[config.mk]
export PLATFORM = sky130hd
export DESIGN_NAME = ssr_top
export DESIGN_NICKNAME = d
export VERILOG_FILES = /design/src/rtl/ssr_pkg.sv /design/src/rtl/ssr_word_if.sv /design/src/rtl/ssr_top.sv /design/src/rtl/ssr_shifter.sv /design/src/rtl/ssr_irq.sv
export SDC_FILE = /design/constraint.sdc
export NUM_CORES = 1
export LEC_CHECK = 0
export CORE_ASPECT_RATIO = 0.6
export CORE_MARGIN = 4
export CORE_UTILIZATION = 40
export CTS_CLUSTER_DIAMETER = 100
export CTS_CLUSTER_SIZE = 16
export DETAILED_ROUTE_END_ITERATION = 12
export DONT_BUFFER_PORTS = 1
export REMOVE_ABC_BUFFERS = 1
export SYNTH_ARGS = -nofsm -noshare
export SYNTH_HDL_FRONTEND = slang
export SYNTH_SLANG_ARGS = --single-unit
[constraint.sdc]
create_clock -name core_clk -period 2.3 [get_ports core_clk]
set_clock_uncertainty 0.2 [all_clocks]
set_input_delay 0.46 -clock core_clk [delete_from_list [all_inputs] [get_ports core_clk]]
set_output_delay 0.46 -clock core_clk [all_outputs]
set_load 0.005 [all_outputs]
[src/rtl/ssr_pkg.sv]
/*
  ssr_pkg: constants shared by the synchronous slave receiver.
  assumes: every user writes ssr_pkg::name, nothing is imported.
*/
package ssr_pkg;

  // --------------------------------------------------------------
  // register byte offsets
  // --------------------------------------------------------------
  localparam logic [5:0] OFS_RX_STATUS  = 6'h00;
  localparam logic [5:0] OFS_RX_BUFFER  = 6'h04;
  localparam logic [5:0] OFS_TX_STATUS  = 6'h08;
  localparam logic [5:0] OFS_BAUD_CTRL  = 6'h0C;
  localparam logic [5:0] OFS_BAUD_HI    = 6'h10;
  localparam logic [5:0] OFS_BAUD_LO    = 6'h14;
  localparam logic [5:0] OFS_EVT_STATUS = 6'h18;
  localparam logic [5:0] OFS_EVT_MASK   = 6'h1C;
  localparam logic [5:0] OFS_RX_INT     = 6'h20;

  // --------------------------------------------------------------
  // field positions
  // --------------------------------------------------------------
  localparam int unsigned RXS_PORT_EN  = 7;
  localparam int unsigned RXS_NINE_EN  = 6;
  localparam int unsigned RXS_CONT_EN  = 4;
  localparam int unsigned RXS_FRAME    = 2;
  localparam int unsigned RXS_OVERRUN  = 1;
  localparam int unsigned RXS_NINTH    = 0;
  localparam int unsigned TXS_CLK_SRC  = 7;
  localparam int unsigned TXS_SYNC     = 4;
  localparam int unsigned BAUD_IDLE    = 6;
  localparam int unsigned BAUD_POL     = 4;
  localparam int unsigned RXI_ENABLE   = 0;
  localparam int unsigned RXI_FLAG     = 1;
  localparam int unsigned EVT_WORD     = 0;
  localparam int unsigned EVT_OVERRUN  = 1;
  localparam int unsigned EVT_FRAME    = 2;
  localparam int unsigned EVT_W        = 3;

  // --------------------------------------------------------------
  // write masks and reset values
  // --------------------------------------------------------------
  localparam logic [7:0] RXS_WR_MASK   = 8'hF8;
  localparam logic [7:0] BAUD_WR_MASK  = 8'h9B;
  localparam logic [7:0] REG8_RST      = 8'h00;
  localparam logic [31:0] DATA32_ZERO  = 32'h0000_0000;

  // --------------------------------------------------------------
  // word framing
  // --------------------------------------------------------------
  localparam logic [3:0] LAST_BIT_8    = 4'h7;
  localparam logic [3:0] LAST_BIT_9    = 4'h8;
  localparam logic [3:0] COUNT_ZERO    = 4'h0;
  localparam logic [3:0] COUNT_ONE     = 4'h1;

  typedef enum logic [1:0] {
    BUS_IDLE = 2'b01,
    BUS_ACK  = 2'b10
  } ssr_bus_state_type;

endpackage : ssr_pkg

[src/rtl/ssr_word_if.sv]
/*
  ssr_word_if: control and finished-word signals between the
  register side and the link shifter.
  assumes: both ends run on core_clk.
*/
`timescale 1ns/1ps
`default_nettype none
interface ssr_word_if;
  logic       shift_enable;
  logic       sample_rising;
  logic       nine_bit;
  logic       word_done;
  logic       busy;
  logic [8:0] word;

  modport shifter (input shift_enable, input sample_rising, input nine_bit,
                   output word_done, output busy, output word);
  modport ctrl    (output shift_enable, output sample_rising, output nine_bit,
                   input word_done, input busy, input word);
endinterface : ssr_word_if
`default_nettype wire

[src/rtl/ssr_top.sv]
/*
  ssr_top: receive side of a serial port in synchronous slave mode,
  with its registers on an Avalon-MM slave with waitrequest.
  assumes: the external master drives shift clock and data; the core
  supplies its interrupt enables on core_clk.

*/
// The register addresses and the Avalon-MM register port were decided locally.
`timescale 1ns/1ps
`default_nettype none
module ssr_top (
  // clock and reset
  input  wire logic        core_clk,
  input  wire logic        arst_n,
  // avalon-mm slave
  input  wire logic [5:0]  avs_address,
  input  wire logic        avs_read,
  input  wire logic        avs_write,
  input  wire logic [31:0] avs_writedata,
  input  wire logic [3:0]  avs_byteenable,
  output logic      [31:0] avs_readdata,
  output logic             avs_waitrequest,
  // link pins
  input  wire logic        link_clk_pin,
  input  wire logic        link_data_pin,
  // core interrupt enables
  input  wire logic        global_interrupt_enable,
  input  wire logic        peripheral_interrupt_enable,
  // requests to the core
  output logic             rx_irq_req,
  output logic             wake_req,
  output logic             vector_req,
  output logic             irq
);

  ssr_word_if wif ();

  ssr_pkg::ssr_bus_state_type bus_ff;
  ssr_pkg::ssr_bus_state_type nxt_bus;
  logic        wait_ff;
  logic        nxt_wait;
  logic [31:0] rdata_ff;
  logic [31:0] nxt_rdata;

  logic [7:0]  rxs_ctrl_ff;
  logic [7:0]  nxt_rxs_ctrl;
  logic        frame_ff;
  logic        nxt_frame;
  logic        overrun_ff;
  logic        nxt_overrun;
  logic        ninth_ff;
  logic        nxt_ninth;
  logic [7:0]  rxbuf_ff;
  logic [7:0]  nxt_rxbuf;
  logic        flag_ff;
  logic        nxt_flag;
  logic        rie_ff;
  logic        nxt_rie;
  logic [7:0]  txs_ff;
  logic [7:0]  nxt_txs;
  logic [7:0]  baud_ff;
  logic [7:0]  nxt_baud;
  logic [7:0]  baud_hi_ff;
  logic [7:0]  nxt_baud_hi;
  logic [7:0]  baud_lo_ff;
  logic [7:0]  nxt_baud_lo;
  logic        rx_irq_ff;
  logic        nxt_rx_irq;
  logic        wake_ff;
  logic        nxt_wake;
  logic        vector_ff;
  logic        nxt_vector;

  logic        req_seen;
  logic        rd_seen;
  logic        wr_take;
  logic [7:0]  wbyte;
  logic [31:0] rd_value;
  logic        slave_mode;
  logic        word_accept;
  logic        word_overrun;
  logic        frame_set;
  logic [ssr_pkg::EVT_W-1:0] evt_set;
  logic [ssr_pkg::EVT_W-1:0] evt_status;
  logic [ssr_pkg::EVT_W-1:0] evt_mask;

  // ------------------------------------------------------------
  // bus slave
  // ------------------------------------------------------------
  // reads act when the request is first seen, writes when
  // waitrequest is low; readdata and its side effects stay paired
  assign req_seen = (bus_ff == ssr_pkg::BUS_IDLE) & (avs_read | avs_write);
  assign rd_seen  = req_seen & avs_read;
  assign wr_take  = (bus_ff == ssr_pkg::BUS_ACK) & avs_write & avs_byteenable[0];
  assign wbyte    = avs_writedata[7:0];

  always_comb
  begin
    rd_value = ssr_pkg::DATA32_ZERO;
    unique case (avs_address)
      ssr_pkg::OFS_RX_STATUS:
        rd_value[7:0] = {rxs_ctrl_ff[7:3], frame_ff, overrun_ff, ninth_ff};
      ssr_pkg::OFS_RX_BUFFER:  rd_value[7:0] = rxbuf_ff;
      ssr_pkg::OFS_TX_STATUS:  rd_value[7:0] = txs_ff;
      ssr_pkg::OFS_BAUD_CTRL:
      begin
        rd_value[7:0] = baud_ff;
        rd_value[ssr_pkg::BAUD_IDLE] = ~wif.busy;
      end
      ssr_pkg::OFS_BAUD_HI:    rd_value[7:0] = baud_hi_ff;
      ssr_pkg::OFS_BAUD_LO:    rd_value[7:0] = baud_lo_ff;
      ssr_pkg::OFS_EVT_STATUS: rd_value[ssr_pkg::EVT_W-1:0] = evt_status;
      ssr_pkg::OFS_EVT_MASK:   rd_value[ssr_pkg::EVT_W-1:0] = evt_mask;
      ssr_pkg::OFS_RX_INT:
      begin
        rd_value[ssr_pkg::RXI_ENABLE] = rie_ff;
        rd_value[ssr_pkg::RXI_FLAG]   = flag_ff;
      end
      default:                 rd_value = ssr_pkg::DATA32_ZERO;
    endcase
  end

  always_comb
  begin
    nxt_bus   = bus_ff;
    nxt_wait  = 1'b1;
    nxt_rdata = rdata_ff;
    unique case (bus_ff)
      ssr_pkg::BUS_IDLE:
        if (avs_read | avs_write)
        begin
          nxt_bus   = ssr_pkg::BUS_ACK;
          nxt_wait  = 1'b0;
          nxt_rdata = avs_read ? rd_value : ssr_pkg::DATA32_ZERO;
        end
      ssr_pkg::BUS_ACK:
        nxt_bus = ssr_pkg::BUS_IDLE;
      default:
        nxt_bus = ssr_pkg::BUS_IDLE;
    endcase
  end

  always_ff @(posedge core_clk or negedge arst_n)
  begin
    if (!arst_n)
    begin
      bus_ff   <= ssr_pkg::BUS_IDLE;
      wait_ff  <= 1'b1;
      rdata_ff <= ssr_pkg::DATA32_ZERO;
    end
    else
    begin
      bus_ff   <= nxt_bus;
      wait_ff  <= nxt_wait;
      rdata_ff <= nxt_rdata;
    end
  end

  assign avs_readdata    = rdata_ff;
  assign avs_waitrequest = wait_ff;

  // ------------------------------------------------------------
  // receive control and registers
  // ------------------------------------------------------------
  // single-receive bit is stored only, it never gates shifting
  assign slave_mode = rxs_ctrl_ff[ssr_pkg::RXS_PORT_EN] & txs_ff[ssr_pkg::TXS_SYNC]
                      & ~txs_ff[ssr_pkg::TXS_CLK_SRC];
  // no low-power input: sleep or idle never stops reception
  assign wif.shift_enable  = slave_mode & rxs_ctrl_ff[ssr_pkg::RXS_CONT_EN] & ~overrun_ff;
  assign wif.nine_bit      = rxs_ctrl_ff[ssr_pkg::RXS_NINE_EN];
  assign wif.sample_rising = baud_ff[ssr_pkg::BAUD_POL];

  // an unread buffer makes the new word an overrun, it is dropped
  assign word_accept  = wif.word_done & ~flag_ff;
  assign word_overrun = wif.word_done & flag_ff;
  // sync words have no stop bit: a word cut off by leaving slave
  // mode is what counts as a framing fault here
  assign frame_set    = wif.busy & ~slave_mode & rxs_ctrl_ff[ssr_pkg::RXS_CONT_EN];

  always_comb
  begin
    nxt_rxs_ctrl = rxs_ctrl_ff;
    nxt_txs      = txs_ff;
    nxt_baud     = baud_ff;
    nxt_baud_hi  = baud_hi_ff;
    nxt_baud_lo  = baud_lo_ff;
    nxt_rie      = rie_ff;
    nxt_rxbuf    = rxbuf_ff;
    nxt_ninth    = ninth_ff;
    nxt_flag     = flag_ff;
    nxt_overrun  = overrun_ff | word_overrun;
    nxt_frame    = frame_ff | frame_set;
    if (wr_take)
    begin
      unique case (avs_address)
        ssr_pkg::OFS_RX_STATUS:  nxt_rxs_ctrl = wbyte & ssr_pkg::RXS_WR_MASK;
        ssr_pkg::OFS_TX_STATUS:  nxt_txs      = wbyte;
        ssr_pkg::OFS_BAUD_CTRL:  nxt_baud     = wbyte & ssr_pkg::BAUD_WR_MASK;
        ssr_pkg::OFS_BAUD_HI:    nxt_baud_hi  = wbyte;
        ssr_pkg::OFS_BAUD_LO:    nxt_baud_lo  = wbyte;
        ssr_pkg::OFS_RX_INT:     nxt_rie      = wbyte[ssr_pkg::RXI_ENABLE];
        default:                 nxt_rie      = rie_ff;
      endcase
    end
    if (!rxs_ctrl_ff[ssr_pkg::RXS_CONT_EN])
    begin
      nxt_overrun = 1'b0;
      nxt_frame   = 1'b0;
    end
    if (rd_seen && (avs_address == ssr_pkg::OFS_RX_BUFFER))
      nxt_flag = 1'b0;
    if (word_accept)
    begin
      nxt_rxbuf = wif.word[7:0];
      nxt_ninth = wif.word[8];
      nxt_flag  = 1'b1;
    end
    nxt_rx_irq = nxt_flag & nxt_rie;
    nxt_wake   = nxt_rx_irq;
    nxt_vector = nxt_rx_irq & global_interrupt_enable & peripheral_interrupt_enable;
  end

  always_ff @(posedge core_clk or negedge arst_n)
  begin
    if (!arst_n)
    begin
      rxs_ctrl_ff <= ssr_pkg::REG8_RST;
      txs_ff      <= ssr_pkg::REG8_RST;
      baud_ff     <= ssr_pkg::REG8_RST;
      baud_hi_ff  <= ssr_pkg::REG8_RST;
      baud_lo_ff  <= ssr_pkg::REG8_RST;
      rxbuf_ff    <= ssr_pkg::REG8_RST;
      rie_ff      <= 1'b0;
      ninth_ff    <= 1'b0;
      flag_ff     <= 1'b0;
      overrun_ff  <= 1'b0;
      frame_ff    <= 1'b0;
      rx_irq_ff   <= 1'b0;
      wake_ff     <= 1'b0;
      vector_ff   <= 1'b0;
    end
    else
    begin
      rxs_ctrl_ff <= nxt_rxs_ctrl;
      txs_ff      <= nxt_txs;
      baud_ff     <= nxt_baud;
      baud_hi_ff  <= nxt_baud_hi;
      baud_lo_ff  <= nxt_baud_lo;
      rxbuf_ff    <= nxt_rxbuf;
      rie_ff      <= nxt_rie;
      ninth_ff    <= nxt_ninth;
      flag_ff     <= nxt_flag;
      overrun_ff  <= nxt_overrun;
      frame_ff    <= nxt_frame;
      rx_irq_ff   <= nxt_rx_irq;
      wake_ff     <= nxt_wake;
      vector_ff   <= nxt_vector;
    end
  end

  assign rx_irq_req = rx_irq_ff;
  assign wake_req   = wake_ff;
  assign vector_req = vector_ff;

  // ------------------------------------------------------------
  // sub-blocks
  // ------------------------------------------------------------
  always_comb
  begin
    evt_set                      = '0;
    evt_set[ssr_pkg::EVT_WORD]    = word_accept;
    evt_set[ssr_pkg::EVT_OVERRUN] = word_overrun & ~overrun_ff;
    evt_set[ssr_pkg::EVT_FRAME]   = frame_set & ~frame_ff;
  end

  ssr_shifter u_shifter (
    .core_clk      (core_clk),
    .arst_n        (arst_n),
    .link_clk_pin  (link_clk_pin),
    .link_data_pin (link_data_pin),
    .wif           (wif.shifter)
  );

  ssr_irq u_irq (
    .core_clk   (core_clk),
    .arst_n     (arst_n),
    .evt_set    (evt_set),
    .status_rd  (rd_seen & (avs_address == ssr_pkg::OFS_EVT_STATUS)),
    .mask_wr    (wr_take & (avs_address == ssr_pkg::OFS_EVT_MASK)),
    .mask_wdata (wbyte[ssr_pkg::EVT_W-1:0]),
    .status     (evt_status),
    .mask       (evt_mask),
    .irq        (irq)
  );

endmodule : ssr_top
`default_nettype wire

[src/rtl/ssr_shifter.sv]
/*
  ssr_shifter: samples the external shift clock and data pins,
  shifts 8 or 9 bits lsb first and hands out each finished word.
  assumes: pins are asynchronous to core_clk and the link clock is
  at least four core_clk periods long.
*/
`timescale 1ns/1ps
`default_nettype none
module ssr_shifter (
  // clock and reset
  input  wire logic  core_clk,
  input  wire logic  arst_n,
  // link pins
  input  wire logic  link_clk_pin,
  input  wire logic  link_data_pin,
  // word side
  ssr_word_if.shifter wif
);

  logic [1:0] clk_sync_ff;
  logic [1:0] nxt_clk_sync;
  logic [1:0] data_sync_ff;
  logic [1:0] nxt_data_sync;
  logic       clk_prev_ff;
  logic       nxt_clk_prev;
  logic [3:0] count_ff;
  logic [3:0] nxt_count;
  logic [8:0] shreg_ff;
  logic [8:0] nxt_shreg;
  logic [8:0] word_ff;
  logic [8:0] nxt_word;
  logic       done_ff;
  logic       nxt_done;
  logic       sample_edge;
  logic [3:0] last_bit;

  // ------------------------------------------------------------
  // sampling and shifting
  // ------------------------------------------------------------
  always_comb
  begin
    nxt_clk_sync  = {clk_sync_ff[0], link_clk_pin};
    nxt_data_sync = {data_sync_ff[0], link_data_pin};
    nxt_clk_prev  = clk_sync_ff[1];
    // edges only of the external clock move bits
    sample_edge   = wif.sample_rising ? (clk_sync_ff[1] & ~clk_prev_ff)
                                      : (~clk_sync_ff[1] & clk_prev_ff);
    last_bit      = wif.nine_bit ? ssr_pkg::LAST_BIT_9 : ssr_pkg::LAST_BIT_8;
    nxt_count     = count_ff;
    nxt_shreg     = shreg_ff;
    nxt_word      = word_ff;
    nxt_done      = 1'b0;
    if (!wif.shift_enable)
    begin
      // a half word is dropped, the next word starts clean
      nxt_count = ssr_pkg::COUNT_ZERO;
    end
    else if (sample_edge)
    begin
      nxt_shreg = {data_sync_ff[1], shreg_ff[8:1]};
      if (count_ff == last_bit)
      begin
        nxt_count = ssr_pkg::COUNT_ZERO;
        nxt_done  = 1'b1;
        nxt_word  = wif.nine_bit ? nxt_shreg : {1'b0, nxt_shreg[8:1]};
      end
      else
      begin
        nxt_count = count_ff + ssr_pkg::COUNT_ONE;
      end
    end
  end

  always_ff @(posedge core_clk or negedge arst_n)
  begin
    if (!arst_n)
    begin
      clk_sync_ff  <= 2'h0;
      data_sync_ff <= 2'h0;
      clk_prev_ff  <= 1'b0;
      count_ff     <= ssr_pkg::COUNT_ZERO;
      shreg_ff     <= 9'h000;
      word_ff      <= 9'h000;
      done_ff      <= 1'b0;
    end
    else
    begin
      clk_sync_ff  <= nxt_clk_sync;
      data_sync_ff <= nxt_data_sync;
      clk_prev_ff  <= nxt_clk_prev;
      count_ff     <= nxt_count;
      shreg_ff     <= nxt_shreg;
      word_ff      <= nxt_word;
      done_ff      <= nxt_done;
    end
  end

  assign wif.word_done = done_ff;
  assign wif.word      = word_ff;
  assign wif.busy      = (count_ff != ssr_pkg::COUNT_ZERO);

endmodule : ssr_shifter
`default_nettype wire

[src/rtl/ssr_irq.sv]
/*
  ssr_irq: sticky event status, mask and one level interrupt.
  assumes: event pulses, read and write strobes come from core_clk logic.
*/
`timescale 1ns/1ps
`default_nettype none
module ssr_irq (
  // clock and reset
  input  wire logic                      core_clk,
  input  wire logic                      arst_n,
  // events and software access
  input  wire logic [ssr_pkg::EVT_W-1:0] evt_set,
  input  wire logic                      status_rd,
  input  wire logic                      mask_wr,
  input  wire logic [ssr_pkg::EVT_W-1:0] mask_wdata,
  // state
  output logic      [ssr_pkg::EVT_W-1:0] status,
  output logic      [ssr_pkg::EVT_W-1:0] mask,
  output logic                           irq
);

  logic [ssr_pkg::EVT_W-1:0] status_ff;
  logic [ssr_pkg::EVT_W-1:0] nxt_status;
  logic [ssr_pkg::EVT_W-1:0] mask_ff;
  logic [ssr_pkg::EVT_W-1:0] nxt_mask;
  logic                      irq_ff;
  logic                      nxt_irq;

  always_comb
  begin
    // an event landing on the clearing read survives it
    nxt_status = (status_rd ? '0 : status_ff) | evt_set;
    nxt_mask   = mask_wr ? mask_wdata : mask_ff;
    nxt_irq    = |(nxt_status & nxt_mask);
  end

  always_ff @(posedge core_clk or negedge arst_n)
  begin
    if (!arst_n)
    begin
      status_ff <= '0;
      mask_ff   <= '0;
      irq_ff    <= 1'b0;
    end
    else
    begin
      status_ff <= nxt_status;
      mask_ff   <= nxt_mask;
      irq_ff    <= nxt_irq;
    end
  end

  assign status = status_ff;
  assign mask   = mask_ff;
  assign irq    = irq_ff;

endmodule : ssr_irq
`default_nettype wire

==> metrics.txt <==
largest net degree at the start of global routing=95; failing checks=hold timing; cell-internal power=2570 uW; H-tree levels=3; RSZ-0062 raised after global routing=no; critical path startpoint category=flip-flop; row count=29; Clock Power Share=42.2%; Initial DRC Count=234; Routed Antenna Nets=0; Clk pin slew, worst setup/hold paths=0.07 ns; Hold Crit Class=input pin to async pin; ranking of synthesized cells by area=dfrtp_1, mux2_2, buf_4; fraction of layout cells with a size suffix above 1=31.1%; multi-input logic area=1850 um2; sequential power share=52.7%; first-pass GRT wire length=15000 um; vias in the first global route=2650; FF+latch area=2350 um2; vias per cell=5.26; register area share after synthesis=53.8%; Final Critical Period=2.17 ns; most common cell in the netlist=dfrtp_1; Post-synth EDFFs=0; GRT Residual Overflow=0; Starting Density=41.2%; fin util=45.8%; Clock Latency Late Sink=0.34 ns; Overall Power=3330 uW; FF-to-FF setup slack=0.13 ns; Hold Vio Cnt, Final=94; combinational share of power=5.1%; routability cong.=0.843; Post-synth top cells=dfrtp_1, mux2_2, buf_4; R2R depth=5; PortBufs=0; ant diodes=0; critical path class=flip-flop to flip-flop; Slew @ Worst Pin=0.648 ns; Post-CTS Setup Inserts=0; Max Slew Vio Count=0; Num CTS Buffers=9; FILL cells=975; residual DRC count=0; DIE HEIGHT=89.0 um; R2R Path Start=u_shifter.count_ff[1]; Routed WL=9460 um; Resize count post-CTS=0; hold slack=-0.387 ns; hold buffers post-CTS=4; cell taking the most area after synthesis=dfrtp_1; final setup fails=0; Leak=0.00236 uW; ys async rst share=100%; crit end category=flip-flop; syn avg cell area=12.9 um2; switch share=22.9%; layout net count=413; CP max FO=10; WP data arrival=2.20 ns; Yosys reg bits=94; Clock Tree Buf Depth=2; fin crit share=94.6%; Gate Count Post-Synth=340; clock sink total=94; Sum Neg Setup Slack=0 ns; max cap viols=0; run status=complete, but fails checks; Area Overhead vs Synth=11.3%; DR vias=2655; Post-DP HPWL=7030 um; Avg WL per Cell=18.7 um; Yosys cell types=51; Netlist Area Pre-Place=4380 um2; worst endpoint required time=2.33 ns; drt pass-1 iters=6; Yosys top cell area share=52.6%; Psw=764 uW; Slew HR=56.5%; Die Wd=143 um; TritonCTS clock tree=yes; initial antenna violation count=0; io pins=87; Power Density=685 nW/um2; Total Routing Usage GR=15.9%; Ys Warns=0; die area=12700 um2; worst reg2reg endpoint=u_shifter.wif.word[3]; Root Buffer=clkbuf_16; Peak VDD IR=370 uV; Synth Flop Type=dfrtp_1; Core Footprint=10600 um2; max frequency=0.460 GHz
==> layout by cell type (no fill, tap or decap), types with 3 or more instances in the layout <==
cell type	synthesis	routed
o22ai_1	4	4
nand2_1	16	16
a221o_1	5	5
clkinvlp_4	0	3
nor3_1	6	6
a21oi_1	5	5
mux2_2	70	70
mux2i_1	18	18
dlygate4sd3_1	0	4
buf_4	27	16
and2_1	3	3
nor2_1	11	11
nand2b_1	3	3
o21ai_0	4	4
dfrtp_1	92	92
nor2b_1	6	6
conb_1	1	24
nand3_1	4	4
clkbuf_16	0	9
inv_1	7	7
a22o_1	8	8
a2bb2oi_1	4	4
==> power groups by stage <==
| stage | clock network, uW | logic [uW] | registers [uW] |
|---|---|---|---|
| 2_1_floorplan | 0 | 117 | 1780 |
| 3_3_place_gp | 0 | 148 | 1790 |
| 3_5_place_dp | 0 | 151 | 1790 |
| 4_1_cts | 1440 | 166 | 1760 |
| 5_1_grt | 1530 | 189 | 1770 |
| 6_report | 1410 | 169 | 1760 |
==> worst max-delay path, stage by stage (launching register included) <==
cell and delay [ns]:
dfrtp_1 0.43, or3b_2 0.50, o32ai_1 0.21, and2_1 0.24
buf_12 0.14, mux2_2 0.33
==> per-stage QoR <==
stage | setup WS [ns] | area, um2 | cells
6_report | 0.125 | 4870 | 505
3_5_place_dp | 0.0853 | 4550 | 485
4_1_cts | 0.139 | 4870 | 505
2_1_floorplan | 0.0170 | 4230 | 329
3_3_place_gp | 0.0831 | 4550 | 485
5_1_grt | 0.0480 | 4870 | 505
==> routing by layer <==
| metal | up-vias | share of wire (%) | GRT usage (%) |
|---|---|---|---|
| met5 | - | 0 | 0 |
| met3 | 5 | 11 | 6.63 |
| met1 | 1324 | 50 | 24.8 |
| met4 | 0 | 0.58 | 3.62 |
| met2 | 88 | 39 | 20.0 |
| li1 | 1238 | - | - |
==> flip-flops by register name, indices dropped and copies added (netlist names), 2 cells and up <==
register and cells:
u_shifter.wif.word 9, avs_readdata 8, baud_hi_ff 8, baud_lo_ff 8, rxbuf_ff 8, txs_ff 8, u_shifter.shreg_ff 8, baud_ff 5
rxs_ctrl_ff 5, u_shifter.count_ff 4, u_irq.mask 3, u_irq.status 3, bus_ff 2, u_shifter.clk_sync_ff 2, u_shifter.data_sync_ff 2
==> how the worst max path moves through the flow <==
| stage | endpoint | startpoint | depth (start not counted) |
|---|---|---|---|
| after floorplan | u_shifter.wif.word[0] | rxs_ctrl_ff[6] | 4 |
| after global placement | avs_readdata[3] | avs_address[2] | 5 |
| after detailed placement | avs_readdata[3] | avs_address[2] | 5 |
| after CTS | u_shifter.wif.word[3] | u_shifter.count_ff[1] | 5 |
| after global routing | u_shifter.wif.word[6] | u_shifter.count_ff[1] | 5 |
| final | u_shifter.wif.word[3] | u_shifter.count_ff[1] | 5 |
==> kinds of logic after synthesis <==
kind of cell / synth area share [%]
DFF: 53.8
muxes: 22.1
other: 0.0857
adders and majority gates: 0.572
and+or+nand+nor: 9.15
buffers and inverters: 5.89
AOI/OAI and AO/OA: 8.38
==> layout make-up <==
cell class | count | area share [%]
flip-flops and latches | 94 | 48.4
clock buffers | 10 | 4.91
well taps | 139 | 3.57
repair buffers | 21 | 3.70
clock inverters | 6 | 0.925
multi-input cells | 228 | 38.0
inverters | 7 | 0.540
(Power assumes the default switching activity.)
